$ cat config.mk
export PLATFORM = sky130hd
export DESIGN_NAME = bmtu_top
export DESIGN_NICKNAME = d
export VERILOG_FILES = /design/src/shared/bmtu_pkg.sv /design/src/rtl/bmtu_field_decode.sv /design/src/rtl/bmtu_mask_eval.sv /design/src/rtl/bmtu_top.sv
export SDC_FILE = /design/constraint.sdc
export NUM_CORES = 1
export LEC_CHECK = 0
export BUFFER_PORTS_ARGS = -buffer_cell sky130_fd_sc_hd__buf_4
export CORE_AREA = 8 8 143 212
export DETAILED_ROUTE_END_ITERATION = 16
export DIE_AREA = 0 0 151 220
export PLACE_DENSITY_LB_ADDON = 0.05
export SLEW_MARGIN = 20
export SYNTH_ARGS = -nofsm -noshare
export SYNTH_HDL_FRONTEND = slang
export SYNTH_SLANG_ARGS = --single-unit
$ cat constraint.sdc
create_clock -name clock -period 12.8 [get_ports clock]
set_input_delay 2.56 -clock clock [delete_from_list [all_inputs] [get_ports clock]]
set_output_delay 2.56 -clock clock [all_outputs]
set_load 0.03 [all_outputs]
$ cat src/shared/bmtu_pkg.sv
// constants, opcodes, states and register map of the bit mask test-and-set unit
// assumes one 40 MHz core clock and an active-low asynchronous reset
// Summary of operation
// - memory test-and-set ORs the 16-bit mask into the word, other bits kept
// - memory test-and-set is a read followed by an attempted write
// - test flag set if all mask bits were set or access failed
// - protection, bus lock or foreign write count as failure, memory reports it
// - exception mode bit picks the active stack pointer for stack operands
// - stack-minus address is stack pointer minus short offset in words
// - stack-plus address is stack pointer plus signed 16-bit offset
// - register-indirect address is the address register contents
// - absolute address is a 16-bit unsigned field of the instruction
// - address register field picks 0-7, or 8-15 with high prefix
// - mask is a 16-bit immediate gathered from the instruction words
// - short offset is 5 bits, encoded with a forced zero low bit
// - long offset is sign extended from 16 bits before the add
// - absolute address is gathered from the address bits of the words
// - register test-if-clear sets the flag when mask AND operand is zero
// - register test takes high or low half of control or data/address register
// - exception mode bit picks working mode and status/exception register copy
// - control select: 000 exception mode, 001 vector base, 101 status, 111 modifier
// - operand field 0000-0111 data registers, 1000-1111 address registers
package bmtu_pkg;
	localparam logic [7:0] OPC_SP_MINUS = 8'h06;
	localparam logic [7:0] OPC_LONG = 8'h3e;
	localparam logic [2:0] SUB_SP_PLUS = 3'h3;
	localparam logic [2:0] SUB_ABS = 3'h1;
	localparam logic [7:0] OPC_REG_IND = 8'h16;
	localparam logic [1:0] SUB_REG_IND = 2'h1;
	localparam logic [7:0] OPC_TSTC_CTRL = 8'h14;
	localparam logic [7:0] OPC_TSTC_DR = 8'h0c;
	localparam logic [2:0] CSEL_EMR = 3'h0;
	localparam logic [2:0] CSEL_VBA = 3'h1;
	localparam logic [2:0] CSEL_SR = 3'h5;
	localparam logic [2:0] CSEL_MODIFIER_CONTROL_REGISTER = 3'h7;
	localparam int TEST_FLAG_BIT = 1;
	localparam int EXP_BIT = 18;
	localparam logic [3:0] OFS_CTRL = 4'h0;
	localparam logic [3:0] OFS_STATUS = 4'h4;
	localparam logic [3:0] OFS_FAILCNT = 4'h8;
	localparam logic [3:0] OFS_LASTADDR = 4'hc;
	localparam int CTRL_ENABLE_BIT = 0;
	localparam logic CTRL_ENABLE_RST = 1'b1;
	localparam int STAT_BUSY_BIT = 0;
	localparam int STAT_FLAG_BIT = 1;
	localparam int STAT_FAIL_BIT = 2;
	typedef enum logic [1:0] {
		MODE_SP_MINUS = 2'b00,
		MODE_SP_PLUS = 2'b01,
		MODE_REG_IND = 2'b10,
		MODE_ABS = 2'b11
	} bmtu_mode_e;
	typedef enum logic [2:0] {
		ST_IDLE = 3'b000,
		ST_DECODE = 3'b001,
		ST_REG_WAIT = 3'b010,
		ST_REG_CAP = 3'b011,
		ST_EVAL = 3'b100,
		ST_MEM_READ = 3'b101,
		ST_MEM_WRITE = 3'b110,
		ST_DONE = 3'b111
	} bmtu_state_e;
endpackage : bmtu_pkg
$ cat src/rtl/bmtu_field_decode.sv
// instruction field extraction for the bit mask test unit
// assumes all instruction words are held stable by the caller
`timescale 1ns/1ps
`default_nettype none
module bmtu_field_decode
	import bmtu_pkg::*;
(
	input wire logic [15:0] word0,
	input wire logic [15:0] word1,
	input wire logic [15:0] word2,
	output logic isMemSet,
	output logic isRegTest,
	output logic ctrlOperand,
	output bmtu_mode_e addrMode,
	output logic [15:0] maskImmediate,
	output logic [4:0] shortStackOffset,
	output logic [15:0] longSignedStackOffset,
	output logic [15:0] absoluteAddressField,
	output logic [2:0] addressRegisterField,
	output logic [3:0] operandRegisterField,
	output logic [2:0] controlSelectField,
	output logic highHalf
);
	wire logic isSpMinus = word0[15:8] == OPC_SP_MINUS;
	wire logic isSpPlus = (word0[15:8] == OPC_LONG) && (word0[2:0] == SUB_SP_PLUS);
	wire logic isAbs = (word0[15:8] == OPC_LONG) && (word0[2:0] == SUB_ABS);
	wire logic isRegInd = (word0[15:8] == OPC_REG_IND) && (word0[4:3] == SUB_REG_IND);
	wire logic isCtrl = (word0[15:8] == OPC_TSTC_CTRL) && !word0[3];
	wire logic isDr = word0[15:8] == OPC_TSTC_DR;
	wire logic longForm = isSpPlus || isAbs;
	assign isMemSet = isSpMinus || longForm || isRegInd;
	assign isRegTest = isCtrl || isDr;
	assign ctrlOperand = isCtrl;
	assign addrMode = isSpMinus ? MODE_SP_MINUS : isSpPlus ? MODE_SP_PLUS :
		isRegInd ? MODE_REG_IND : MODE_ABS;
	// mask bits are spread over the first word and the last word
	assign maskImmediate = longForm ? {word0[4:3], word2[13:0]} : {word0[7:5], word1[12:0]};
	assign shortStackOffset = word0[4:0];
	assign longSignedStackOffset = {word0[7:5], word1[12:0]};
	assign absoluteAddressField = {word0[7:5], word1[12:0]};
	assign addressRegisterField = word0[2:0];
	assign operandRegisterField = word0[3:0];
	assign controlSelectField = word0[2:0];
	assign highHalf = word0[4];
endmodule : bmtu_field_decode
`default_nettype wire

$ cat src/rtl/bmtu_mask_eval.sv
// mask arithmetic: set result and the all-set and all-clear tests
// assumes purely combinational use on registered operands
`timescale 1ns/1ps
`default_nettype none
module bmtu_mask_eval (
	input wire logic [15:0] mask,
	input wire logic [15:0] operand,
	output logic [15:0] setValue,
	output logic allSet,
	output logic allClear
);
	assign setValue = operand | mask;
	assign allSet = (mask & ~operand) == 16'h0000;
	assign allClear = (mask & operand) == 16'h0000;
endmodule : bmtu_mask_eval
`default_nettype wire

$ cat src/rtl/bmtu_top.sv
// bit mask test-and-set / test-if-clear execution unit
// assumes memory, register file and core pipeline run on the same clock
//
// The placing of the registers and the strobed register port are this design's own decisions.
`timescale 1ns/1ps
`default_nettype none
module bmtu_top
	import bmtu_pkg::*;
(
	input wire logic clock,
	input wire logic arst_n,
	input wire logic opStart,
	input wire logic [15:0] opWord0,
	input wire logic [15:0] opWord1,
	input wire logic [15:0] opWord2,
	input wire logic highRegPrefix,
	input wire logic exceptionModeSelectBit,
	input wire logic [31:0] normalStackPointer,
	input wire logic [31:0] exceptionStackPointer,
	input wire logic [31:0] statusRegNormal,
	input wire logic [31:0] statusRegException,
	input wire logic [31:0] exceptionModeRegister,
	input wire logic [31:0] vectorBase,
	input wire logic [31:0] modifierControlRegister,
	output logic regReadStrobe,
	output logic [4:0] regReadIndex,
	input wire logic [31:0] regReadData,
	output logic memReq,
	output logic memWrite,
	output logic [31:0] memAddr,
	output logic [15:0] memWriteData,
	input wire logic [15:0] memReadData,
	input wire logic memAck,
	input wire logic memFail,
	output logic busy,
	output logic testFlagValid,
	output logic testFlag,
	input wire logic [3:0] busAddr,
	input wire logic [31:0] busWriteData,
	input wire logic busWrite,
	input wire logic busRead,
	output logic [31:0] busReadData
);
	bmtu_state_e state_q;
	bmtu_state_e state_d;
	logic [15:0] word0_q;
	logic [15:0] word1_q;
	logic [15:0] word2_q;
	logic prefix_q;
	logic exp_q;
	logic [31:0] operand_q;
	logic [31:0] operand_d;
	logic regReadStrobe_q;
	logic [4:0] regReadIndex_q;
	logic memReq_q;
	logic memReq_d;
	logic memWrite_q;
	logic [31:0] memAddr_q;
	logic [31:0] memAddr_d;
	logic [15:0] memWriteData_q;
	logic testFlagValid_q;
	logic busy_q;
	logic testFlag_q;
	logic testFlag_d;
	logic lastFail_q;
	logic lastFail_d;
	logic enable_q;
	logic [15:0] failCount_q;
	logic [31:0] busReadData_q;

	logic isMemSet;
	logic isRegTest;
	logic ctrlOperand;
	bmtu_mode_e addrMode;
	logic [15:0] maskImmediate;
	logic [4:0] shortStackOffset;
	logic [15:0] longSignedStackOffset;
	logic [15:0] absoluteAddressField;
	logic [2:0] addressRegisterField;
	logic [3:0] operandRegisterField;
	logic [2:0] controlSelectField;
	logic highHalf;
	logic [15:0] setValue;
	logic allSet;
	logic allClear;

	bmtu_field_decode u_decode (
		.word0(word0_q),
		.word1(word1_q),
		.word2(word2_q),
		.isMemSet(isMemSet),
		.isRegTest(isRegTest),
		.ctrlOperand(ctrlOperand),
		.addrMode(addrMode),
		.maskImmediate(maskImmediate),
		.shortStackOffset(shortStackOffset),
		.longSignedStackOffset(longSignedStackOffset),
		.absoluteAddressField(absoluteAddressField),
		.addressRegisterField(addressRegisterField),
		.operandRegisterField(operandRegisterField),
		.controlSelectField(controlSelectField),
		.highHalf(highHalf)
	);

	// register ops test the chosen half, memory ops test the read word
	wire logic [15:0] highHalfValue = operand_q[31:16];
	wire logic [15:0] lowHalfValue = operand_q[15:0];
	wire logic [15:0] evalOperand = (state_q == ST_EVAL) ?
		(highHalf ? highHalfValue : lowHalfValue) : operand_q[15:0];

	bmtu_mask_eval u_eval (
		.mask(maskImmediate),
		.operand(evalOperand),
		.setValue(setValue),
		.allSet(allSet),
		.allClear(allClear)
	);

	// operand address generation
	wire logic [31:0] activeStackPointer = exp_q ? exceptionStackPointer : normalStackPointer;
	wire logic [31:0] shortByteOffset = {26'h0000000, shortStackOffset, 1'b0};
	wire logic [31:0] longByteOffset = {{16{longSignedStackOffset[15]}}, longSignedStackOffset};
	wire logic [31:0] spMinusAddr = activeStackPointer - shortByteOffset;
	wire logic [31:0] spPlusAddr = activeStackPointer + longByteOffset;
	wire logic [31:0] absAddr = {16'h0000, absoluteAddressField};
	wire logic [31:0] directAddr = (addrMode == MODE_SP_MINUS) ? spMinusAddr :
		(addrMode == MODE_SP_PLUS) ? spPlusAddr : absAddr;

	// register index: bit 4 address bank, bit 3 high prefix, low three the number
	wire logic [4:0] addrRegIndex = {1'b1, prefix_q, addressRegisterField};
	wire logic [4:0] drRegIndex = {operandRegisterField[3], prefix_q,
		operandRegisterField[2:0]};
	wire logic needRegRead = (isMemSet && (addrMode == MODE_REG_IND)) ||
		(isRegTest && !ctrlOperand);

	// control register operand; the copy of status follows the mode bit
	wire logic [31:0] statusCopy = exp_q ? statusRegException : statusRegNormal;
	wire logic [31:0] ctrlValue = (controlSelectField == CSEL_EMR) ? exceptionModeRegister :
		(controlSelectField == CSEL_VBA) ? vectorBase :
		(controlSelectField == CSEL_SR) ? statusCopy :
		(controlSelectField == CSEL_MODIFIER_CONTROL_REGISTER) ? modifierControlRegister : 32'h00000000;

	// a start is ignored while busy or while software has the unit disabled
	wire logic startTaken = (state_q == ST_IDLE) && opStart && enable_q;
	wire logic writeDone = (state_q == ST_MEM_WRITE) && memAck;

	always_comb begin
		state_d = state_q;
		operand_d = operand_q;
		memReq_d = memReq_q;
		memAddr_d = memAddr_q;
		testFlag_d = testFlag_q;
		lastFail_d = lastFail_q;
		case (state_q)
			ST_IDLE: begin
				if (startTaken) begin
					state_d = ST_DECODE;
				end
			end
			ST_DECODE: begin
				// unknown opcodes drop back without touching memory or registers
				if (!isMemSet && !isRegTest) begin
					state_d = ST_IDLE;
				end else if (needRegRead) begin
					state_d = ST_REG_WAIT;
				end else if (isMemSet) begin
					memAddr_d = directAddr;
					memReq_d = 1'b1;
					state_d = ST_MEM_READ;
				end else begin
					operand_d = ctrlValue;
					state_d = ST_EVAL;
				end
			end
			ST_REG_WAIT: begin
				state_d = ST_REG_CAP;
			end
			ST_REG_CAP: begin
				if (isMemSet) begin
					memAddr_d = regReadData;
					memReq_d = 1'b1;
					state_d = ST_MEM_READ;
				end else begin
					operand_d = regReadData;
					state_d = ST_EVAL;
				end
			end
			ST_EVAL: begin
				// the register is only read; nothing is written back
				testFlag_d = allClear;
				lastFail_d = 1'b0;
				state_d = ST_DONE;
			end
			ST_MEM_READ: begin
				if (memAck) begin
					operand_d = {16'h0000, memReadData};
					state_d = ST_MEM_WRITE;
				end
			end
			ST_MEM_WRITE: begin
				// the write is attempted even when every selected bit was set
				if (memAck) begin
					memReq_d = 1'b0;
					testFlag_d = allSet || memFail;
					lastFail_d = memFail;
					state_d = ST_DONE;
				end
			end
			ST_DONE: begin
				state_d = ST_IDLE;
			end
			default: begin
				state_d = ST_IDLE;
			end
		endcase
	end

	always_ff @(posedge clock or negedge arst_n) begin
		if (!arst_n) begin
			state_q <= ST_IDLE;
			operand_q <= 32'h00000000;
			memReq_q <= 1'b0;
			memAddr_q <= 32'h00000000;
			testFlag_q <= 1'b0;
			lastFail_q <= 1'b0;
		end else begin
			state_q <= state_d;
			operand_q <= operand_d;
			memReq_q <= memReq_d;
			memAddr_q <= memAddr_d;
			testFlag_q <= testFlag_d;
			lastFail_q <= lastFail_d;
		end
	end

	// instruction capture at start
	always_ff @(posedge clock or negedge arst_n) begin
		if (!arst_n) begin
			word0_q <= 16'h0000;
			word1_q <= 16'h0000;
			word2_q <= 16'h0000;
			prefix_q <= 1'b0;
			exp_q <= 1'b0;
		end else if (startTaken) begin
			word0_q <= opWord0;
			word1_q <= opWord1;
			word2_q <= opWord2;
			prefix_q <= highRegPrefix;
			exp_q <= exceptionModeSelectBit;
		end
	end

	// register file read port: strobe one cycle, data the cycle after
	wire logic regReadGo = (state_q == ST_DECODE) && needRegRead;
	wire logic [4:0] regIndexSel = isMemSet ? addrRegIndex : drRegIndex;

	always_ff @(posedge clock or negedge arst_n) begin
		if (!arst_n) begin
			regReadStrobe_q <= 1'b0;
			regReadIndex_q <= 5'h00;
		end else begin
			regReadStrobe_q <= regReadGo;
			if (regReadGo) begin
				regReadIndex_q <= regIndexSel;
			end
		end
	end

	// write phase carries the read word with the mask bits forced high
	wire logic readDone = (state_q == ST_MEM_READ) && memAck;
	wire logic [15:0] modifiedWord = memReadData | maskImmediate;

	always_ff @(posedge clock or negedge arst_n) begin
		if (!arst_n) begin
			memWrite_q <= 1'b0;
			memWriteData_q <= 16'h0000;
		end else begin
			if (readDone) begin
				memWrite_q <= 1'b1;
				memWriteData_q <= modifiedWord;
			end else if (writeDone) begin
				memWrite_q <= 1'b0;
			end
		end
	end

	always_ff @(posedge clock or negedge arst_n) begin
		if (!arst_n) begin
			testFlagValid_q <= 1'b0;
		end else begin
			testFlagValid_q <= state_d == ST_DONE;
		end
	end

	// busy looks one state ahead so that the port leaves a flop
	always_ff @(posedge clock or negedge arst_n) begin
		if (!arst_n) begin
			busy_q <= 1'b0;
		end else begin
			busy_q <= state_d != ST_IDLE;
		end
	end

	// software port
	wire logic selCtrl = busAddr == OFS_CTRL;
	wire logic selStatus = busAddr == OFS_STATUS;
	wire logic selFailCnt = busAddr == OFS_FAILCNT;
	wire logic selLastAddr = busAddr == OFS_LASTADDR;
	wire logic countFail = writeDone && memFail;
	wire logic clearFail = busWrite && selFailCnt;
	wire logic [15:0] failCountInc = failCount_q + 16'h0001;
	wire logic [31:0] statusWord = {29'h00000000, lastFail_q, testFlag_q,
		state_q != ST_IDLE};
	// unmapped offsets read as zero
	wire logic [31:0] readMux = selCtrl ? {31'h00000000, enable_q} :
		selStatus ? statusWord :
		selFailCnt ? {16'h0000, failCount_q} :
		selLastAddr ? memAddr_q : 32'h00000000;

	always_ff @(posedge clock or negedge arst_n) begin
		if (!arst_n) begin
			enable_q <= CTRL_ENABLE_RST;
			failCount_q <= 16'h0000;
			busReadData_q <= 32'h00000000;
		end else begin
			if (busWrite && selCtrl) begin
				enable_q <= busWriteData[CTRL_ENABLE_BIT];
			end
			// a failure in the clearing cycle still counts
			if (countFail) begin
				failCount_q <= clearFail ? 16'h0001 : failCountInc;
			end else if (clearFail) begin
				failCount_q <= 16'h0000;
			end
			busReadData_q <= busRead ? readMux : 32'h00000000;
		end
	end

	assign regReadStrobe = regReadStrobe_q;
	assign regReadIndex = regReadIndex_q;
	assign memReq = memReq_q;
	assign memWrite = memWrite_q;
	assign memAddr = memAddr_q;
	assign memWriteData = memWriteData_q;
	assign busy = busy_q;
	assign testFlagValid = testFlagValid_q;
	assign testFlag = testFlag_q;
	assign busReadData = busReadData_q;
endmodule : bmtu_top
`default_nettype wire

# After elaboration in Yosys (flattened, before gate mapping)

Index checks and enable logic that the tools add are counted.

Flip-flop bits (word level): 189
Bits of input ports: 365
Output and inout bits: 91
Word-level logic and storage cells: 153

$add $sub $neg: 3
Equal/unequal tests: 31
Muxes and demuxes: 52
Bitwise logic cells: 4
Reductions and logical operators: 43

Operator list:

| operator                | number |
|---|---|
| $mux W32                | 22 |
| $mux W16                | 6 |
| $pmux W32 S3            | 1 |
| $pmux W32 S2            | 1 |
| $add A32 B32 Y32        | 1 |
| $and A16 B16 Y16        | 2 |
| $logic_not A16 Y1       | 2 |
| $sub A32 B6 Y32         | 1 |
| $pmux W3 S8             | 1 |
| $eq A3 B3 Y1 const B    | 7 |
| $add A16 B1 Y16 const B | 1 |
| $eq A8 B5 Y1 const B    | 2 |
| $ne A2 B2 Y1 const B    | 8 |
| $not A16 Y16            | 1 |
| $or A16 B16 Y16         | 1 |
| $logic_and A1 B1 Y1     | 15 |
| $mux W3                 | 5 |
| $reduce_bool A3 Y1      | 4 |
| $mux W1                 | 10 |
| $eq A3 B2 Y1 const B    | 3 |
| $eq A4 B4 Y1 const B    | 2 |
| $eq A8 B3 Y1 const B    | 1 |
| $eq A8 B4 Y1 const B    | 1 |
| $eq A8 B6 Y1 const B    | 1 |
| other kinds (18)        | 34 |

# Depth between registers and ports, before layout

Gate-level depths: netlist of run 1.

Word-level depth: 12
Depth in mapped cells: 17
Mapped depth without buffers: 12

# Modules after synthesis

From an unflattened synthesis of run 1, not the netlist that was laid out.

Cells, all modules: 1568
Area total of the unflattened synthesis: 13884.6 µm²

By module, submodules not included:

| module            | instances | cells an instance | area an instance (µm²) |
|---|---|---|---|
| bmtu_top          | 1         | 1440              | 12872.3 |
| bmtu_field_decode | 1         | 82                | 676.9 |
| bmtu_mask_eval    | 1         | 46                | 335.3 |

# Worst setup path after synthesis of run 1

OpenSTA, ideal clock, no wires.

Kind: input to register
Start: input port exceptionStackPointer[1]
End: register memAddr_q[21] (netlist: memAddr[21])
Arrival: 5039 ps
Data required time: 12675 ps
Path slack: 7637 ps
Stages on the path: 12
Buffers on the path: 0
Path through: mux2i_1 ha_1 inv_1 fa_1 a21o_1 a21o_1 a2111oi_4 nand3b_1 xor2_1 o221ai_1 a21oi_1 nor3_2

Longest elaborated chain between the ends: 8

RTL lines:

| what                 | RTL line        | RTL |
|---|---|---|
| from (decl)          | bmtu_top.sv:19  | `input wire logic [31:0] exceptionStackPointer,` |
| $mux W32 (*)         | bmtu_top.sv:120 | `wire logic [31:0] activeStackPointer = exp_q ? exceptionStackPointer : normalStackPointer;` |
| $add A32 B32 Y32     | bmtu_top.sv:124 | `wire logic [31:0] spPlusAddr = activeStackPointer + longByteOffset;` |
| $mux W32             | bmtu_top.sv:127 | `(addrMode == MODE_SP_PLUS) ? spPlusAddr : absAddr;` |
| $mux W32 (*)         | bmtu_top.sv:126 | `wire logic [31:0] directAddr = (addrMode == MODE_SP_MINUS) ? spMinusAddr :` |
| $mux W32 (*)         | bmtu_top.sv:166 | `end else if (isMemSet) begin` |
| $mux W32 (*)         | bmtu_top.sv:164 | `end else if (needRegRead) begin` |
| $mux W32 (*)         | bmtu_top.sv:162 | `if (!isMemSet && !isRegTest) begin` |
| $pmux W32 S2 (*)     | bmtu_top.sv:154 | `case (state_q)` |
| to (signal assigned) | bmtu_top.sv:230 | `memAddr_q <= memAddr_d;` |
| to (decl)            | bmtu_top.sv:58  | `logic [31:0] memAddr_q;` |

Every way passes the cells marked *; elsewhere a longest branch is shown, timed or not. The select of a mux whose other input is x is not followed.
A chain may end at the register's enable or synchronous reset.

# Worst setup path in the final report of run 1

Start: input port exceptionStackPointer[1]
End: register memAddr_q[29] (netlist: memAddr[29])

The elaborated chain is that of the path after synthesis.

==> results of run 1 <==
## state kept, by name (all words and copies together) (netlist names)
signal,cells
busReadData,32
busy,1
enable_q,1
exp_q,1
failCount_q,16
lastFail_q,1
memAddr,32
memReq,1
memWrite,1
memWriteData,16
operand_q,32
prefix_q,1
regReadIndex,5
regReadStrobe,1
state_q,3
testFlag,1
testFlagValid,1
word0_q,16
word1_q,13
word2_q,14
## logic make-up (layout without fill, tap and decap cells)
group,after synthesis,count (layout)
muxes,163,163
adders and majority gates,39,39
DFF,189,189
xor gates and xnor gates,39,39
other,0,2
and+or+nand+nor,481,481
buffers and inverters,150,508
AOI/OAI and AO/OA,488,488
## critical path: stages
cell	delay, ns
buf_4	0.10
mux2i_1	0.51
ha_1	0.29
inv_1	0.06
fa_1	0.41
a21o_1	0.21
a21o_1	0.27
a2111oi_4	0.87
nor4b_4	0.34
xor2_1	0.28
nand2_1	0.10
a31oi_1	0.20
## power groups by stage
stage                     registers, mW  logic (mW)  clock network [mW]
after floorplan                    1.05        1.49                   0
after global placement             1.01        2.26                   0
after detailed placement           1.02        2.28                   0
after CTS                          1.01        2.29               0.547
after global routing               1.03        2.52               0.570
final                              1.02        2.33               0.545
## metal layers
metal / up-vias / global-route usage / part of all wire
met5: - / 0 / 0.00028
met3: 152 / 0.0747 / 0.078
met4: 2 / 0.198 / 0.060
met1: 6646 / 0.412 / 0.37
li1: 6368 / - / -
met2: 738 / 0.602 / 0.49
## worst min-delay path by stage
stage                           startpoint                     endpoint  cells past startpoint
6_report       memWriteData[2]$_DFFE_PN0P_  memWriteData[2]$_DFFE_PN0P_                      2
5_1_grt          operand_q[14]$_DFFE_PN0P_    operand_q[14]$_DFFE_PN0P_                      2
4_1_cts             lastFail_q$_DFFE_PN0P_       lastFail_q$_DFFE_PN0P_                      1
3_5_place_dp        lastFail_q$_DFFE_PN0P_       lastFail_q$_DFFE_PN0P_                      1
3_3_place_gp   memWriteData[2]$_DFFE_PN0P_  memWriteData[2]$_DFFE_PN0P_                      2
2_1_floorplan    operand_q[16]$_DFFE_PN0P_    operand_q[16]$_DFFE_PN0P_                      2
## area by class of cell
type | instances | area, um2
well taps | 342 | 428
multi-input cells | 1210 | 8100
flip-flops and latches | 189 | 4740
clock inverters | 13 | 153
diodes | 2 | 5.00
inverters | 44 | 165
repair buffers | 432 | 3250
clock buffers | 19 | 433
fillers | 2460 | 9770
## per-stage QoR
stage	setup WS, ns	power [mW]
2_1_floorplan	7.64	2.53
3_3_place_gp	6.68	3.26
3_5_place_dp	6.63	3.30
4_1_cts	7.09	3.85
5_1_grt	6.83	4.12
6_report	6.97	3.89
## placed cells by master (no fill, tap or decap), types with 5 or more instances in the layout
cell type	Yosys	routed
buf_4	2	431
dfrtp_1	188	186
nor2_1	162	160
a21oi_1	137	137
nand2_1	131	131
o21ai_0	126	126
mux2_2	94	94
mux2i_1	69	69
inv_1	44	44
a22oi_1	42	42
ha_1	37	37
and3_1	33	31
nor3_1	30	29
a221oi_1	25	25
nand3_1	22	22
a21o_1	21	21
xnor2_1	20	20
xor2_1	19	19
a211oi_1	18	18
or3_1	18	18
clkbuf_16	0	17
o21a_1	16	16
nor2b_1	14	14
a31oi_1	14	14
nand4_1	13	13
o22ai_1	13	13
o211ai_1	11	11
nand2b_1	10	10
o21bai_1	9	9
and2_1	6	6
o32ai_1	6	6
nor4_1	6	6
a211o_1	5	5
nor3b_1	5	5
nand3b_1	5	5
o221ai_1	5	5
==> flow_summary.json, run 1 <==
{
  "layout.nets": 2298,
  "avgSynthCellArea_um2": 8.63,
  "timing.fmax_mhz": 171,
  "hpwl_mm": 48.3,
  "min_path_type": "reg2reg",
  "worstPathMaxFanout": 10,
  "dieArea_um2": 33200,
  "dp_cells": 2217,
  "drive_gt1_frac": 0.307,
  "ys.flop_type": "dfrtp_1",
  "cts_resized": 0,
  "yosysTopAreaCell": "dfrtp_1",
  "io_pins": 456,
  "async_flop_share": 1.00,
  "first_global_vias": 13900,
  "grt_max_degree": 124,
  "cap_violations": 0,
  "p_leak_nw": 8.07,
  "antenna_found_initial": 8,
  "core_um2": 27000,
  "rsz0062_at_grt": "no",
  "synth.distinct_cells": 83,
  "layout.cells.non_filler": 2251,
  "fin_tns_setup_ns": 0,
  "synth_area_leaders": "dfrtp_1 35%, mux2_2 7.9%, mux2i_1 5.2%, a21oi_1 5.1%, o21ai_0 4.7%",
  "fin_crit_ns": 5.83,
  "wl_per_cell_um": 26.7,
  "syn_inst": 1549,
  "synth_edf_count": 0,
  "synth-xor-area-share": 0.0255,
  "r2r_end": "memAddr[29]$_DFFE_PN0P_",
  "ctsRootBufferMaster": "clkbuf_16",
  "slew_headroom": 0.296,
  "combinationalPowerShare": 0.599,
  "ys_seq_area_frac": 0.354,
  "maxSlewViolCount": 0,
  "drcViolationCount": 0,
  "end_kind": "flop",
  "via_count": 13900,
  "synthSimpleGateAreaFrac": 0.172,
  "fin_crit_sh": 0.456,
  "grtUsageTotal": 0.357,
  "grt_pass1_wl_mm": 86.8,
  "crit_required_ns": 13.17,
  "start_util": 0.495,
  "r2r-start": "exp_q$_DFFE_PN0P_",
  "synth_compound_area_frac": 0.235,
  "sw_frac_of_total": 0.486,
  "skew_ns": 0.00782,
  "cts_inserted_buffers": 17,
  "rr_worst_depth": 12,
  "intPower_mw": 2.00,
  "gp_congestion": 0.993,
  "p_per_area_nw_per_um2": 226,
  "setup_viol": 0,
  "drtIter0Drc": 1369,
  "synth.cell_area_um2": 13400,
  "cts_setup_buffers": 0,
  "cts_tree": "done",
  "critPathKind": "in2reg",
  "postCtsHoldBufs": 0,
  "cts_buffer_depth": 2,
  "die_h_um": 220,
  "finalHoldViolations": 0,
  "ir_worst_vdd_mv": 0.158,
  "cp_data_arrival_time_ns": 6.21,
  "area_growth_pct": 29.1,
  "crit_start": "exceptionStackPointer[1]",
  "drt-total-wl_mm": 60.0,
  "viasPerCell": 6.18,
  "critPathCapture": "memAddr[29]$_DFFE_PN0P_",
  "power_switching_mw": 1.89,
  "cts_max_level": 4,
  "clkLatencyLatePin_ns": 0.45,
  "synth_fa_ha_area_frac": 0.0376,
  "status": "completed",
  "pwr-share-seq": 0.261,
  "worst_slew_pin_slew_ns": 1.05,
  "fin_util": 0.639,
  "reg2reg_setup_slack_ns": 7.68,
  "place.port_buffers": 419,
  "grt_overflow": 0,
  "crit_path_start_kind": "input port",
  "std_cell_rows": 74,
  "holdWs_ns": 0.474,
  "ant_nets": 0,
  "muxShareOfSynthArea": 0.131,
  "clkPwrFrac": 0.140,
  "yosysMostFrequentCell": "dfrtp_1",
  "synth.ff_latch_count": 189,
  "die_x_um": 151,
  "synthTopCellsByCount": "188 x dfrtp_1, 162 x nor2_1, 137 x a21oi_1",
  "synth_top_family_by_area": "compound AO/OA/AOI/OAI gates",
  "design_area_um2": 17300,
  "place_area_um2": 16700,
  "ys.warnings.count": 0,
  "synth_nets": 1953,
  "clk_pin_slew_ns": 0.07,
  "firstDrtPassIters": 6,
  "synth_top_area_frac": 0.352,
  "clkSinkCount": 189
}
Power figures use the tool's default switching activity.
==> run 2: changes to the inputs <==
CORE_AREA = 8 8 147 218   (was 8 8 143 212)
DIE_AREA = 0 0 155 226   (was 0 0 151 220)
clock period = 4.95 ns   (was 12.8 ns; I/O delays follow)
==> flow_summary.json, run 2 (synthesized netlist as in run 1, its figures left out) <==
{
  "status": "completed",
  "core_um2": 29000,
  "firstDrtPassIters": 8,
  "intPower_mw": 5.19,
  "layout_common_cells": "438 x buf_4, 186 x dfrtp_1, 160 x nor2_1",
  "cts_max_level": 4,
  "ctsRootBufferMaster": "clkbuf_16",
  "cp_slowest_cell": "dfrtp_4",
  "cts_inserted_buffers": 17,
  "critPathMaxStageDelay_ns": 0.67,
  "critPathKind": "reg2reg",
  "fin_ws_ns": 0.911,
  "grtUsageTotal": 0.338,
  "fin_crit_sh": 0.816,
  "drt-total-wl_mm": 60.4,
  "clkSinkCount": 189,
  "timing.fmax_mhz": 248,
  "first_global_vias": 13800,
  "place_area_um2": 16800,
  "clkPwrFrac": 0.140,
  "std_cell_rows": 77,
  "totalPowerFinal_mw": 10.1,
  "worst_slew_pin_slew_ns": 1.03,
  "preCtsSetupSlack_ns": 0.596,
  "place.port_buffers": 419,
  "hpwl_mm": 48.9,
  "slew_headroom": 0.308,
  "cts_resized": 0,
  "wl_per_cell_um": 26.1,
  "finalHoldViolations": 0,
  "clkLatencyLatePin_ns": 0.46,
  "fin_crit_ns": 4.04,
  "dieArea_um2": 35000,
  "grt_pass1_wl_mm": 87.8,
  "cp_data_arrival_time_ns": 4.35,
  "min_path_type": "reg2reg",
  "maxSlewViolCount": 0,
  "power_switching_mw": 4.90,
  "gp_congestion": 0.968,
  "pwr-share-seq": 0.262,
  "drive_gt1_frac": 0.309,
  "io_pins": 456,
  "dp_cells": 2278,
  "skew_ns": 0.0177,
  "cts_buffer_depth": 2,
  "grt_max_degree": 113,
  "cts_tree": "done",
  "combinationalPowerShare": 0.597,
  "crit_family": "compound AO/OA/AOI/OAI gates",
  "start_util": 0.461,
  "postCtsHoldBufs": 0,
  "crit_required_ns": 5.26,
  "cts_setup_buffers": 0,
  "ant_nets": 0,
  "die_x_um": 155,
  "drcViolationCount": 0,
  "p_leak_nw": 8.11,
  "viasPerCell": 6.01,
  "grt_overflow": 0,
  "sw_frac_of_total": 0.486,
  "clk_pin_slew_ns": 0.08,
  "die_h_um": 226,
  "antenna_found_initial": 3,
  "path_cells": "mux2i_1 -> ha_1 -> inv_1 -> fa_1 -> a21o_1 -> a21o_1 -> a211oi_1 -> o21ai_0 -> xor2_1 -> o21ai_0 -> a211oi_1 -> o22ai_1",
  "via_count": 13900,
  "drtIter0Drc": 1103,
  "worstPathMaxFanout": 29,
  "fin_tns_setup_ns": 0,
  "path_buf_inv": 1,
  "cap_violations": 0,
  "rsz0062_at_grt": "no",
  "mostFrequentLayoutCell": "buf_4",
  "layout.cells.non_filler": 2311,
  "fin_util": 0.600,
  "crit_path_start_kind": "flop",
  "design_area_um2": 17400,
  "holdWs_ns": 0.469,
  "setup_viol": 0,
  "ir_worst_vdd_mv": 0.396,
  "layout.nets": 2306,
  "end_kind": "flop",
  "area_growth_pct": 30.1,
  "p_per_area_nw_per_um2": 580
}
==> run 2: per-layer routing <==
layer / GRT usage / part of all wire / up-vias
met2: 0.553 / 0.48 / 663
met5: 0 / 0.00022 / -
li1: - / - / 6399
met3: 0.0741 / 0.078 / 120
met4: 0.197 / 0.058 / 2
met1: 0.404 / 0.39 / 6716
==> run 2: layout make-up <==
cell class                 instances  area (um2)
antenna                            1        2.50
clock buffer                      19         433
clock inverter                    13         156
fill                            2688       11600
inverter                          44         165
multi-input combinational       1210        8090
sequential                       189        4740
tap                              395         494
timing repair buffer             440        3320
==> run 2: power groups by stage <==
stage / Clock (mW) / Sequential (mW) / Combinational, mW
floorplan: 0 / 2.71 / 3.84
global placement: 0 / 2.65 / 5.84
detailed placement: 0 / 2.66 / 5.90
CTS: 1.43 / 2.64 / 5.93
global route: 1.49 / 2.70 / 6.51
finish: 1.42 / 2.65 / 6.03
==> run 2: final timing paths <==
kind                                             start                           to  slack [ns]  cells after the start
max                                  exp_q$_DFFE_PN0P_      memAddr[15]$_DFFE_PN0P_        0.91                     12
min                        memWriteData[2]$_DFFE_PN0P_  memWriteData[2]$_DFFE_PN0P_        0.47                      2
max reg2reg                          exp_q$_DFFE_PN0P_      memAddr[15]$_DFFE_PN0P_        0.91                     12
min reg2reg                memWriteData[2]$_DFFE_PN0P_  memWriteData[2]$_DFFE_PN0P_        0.47                      2
max in group asynchronous                       arst_n         enable_q$_DFFE_PN1P_        3.25                      2
min in group asynchronous                       arst_n      regReadStrobe$_DFF_PN0_        0.67                      1
==> run 2: worst reg2reg max path: stages, from the launching register on <==
cell and delay (ns):
dfrtp_4 0.67, mux2i_1 0.53, ha_1 0.27, inv_1 0.06, fa_1 0.40, a21o_1 0.19
a21o_1 0.28, a211oi_1 0.41, o21ai_0 0.18, xor2_1 0.17, o21ai_0 0.13, a211oi_1 0.46
o22ai_1 0.15
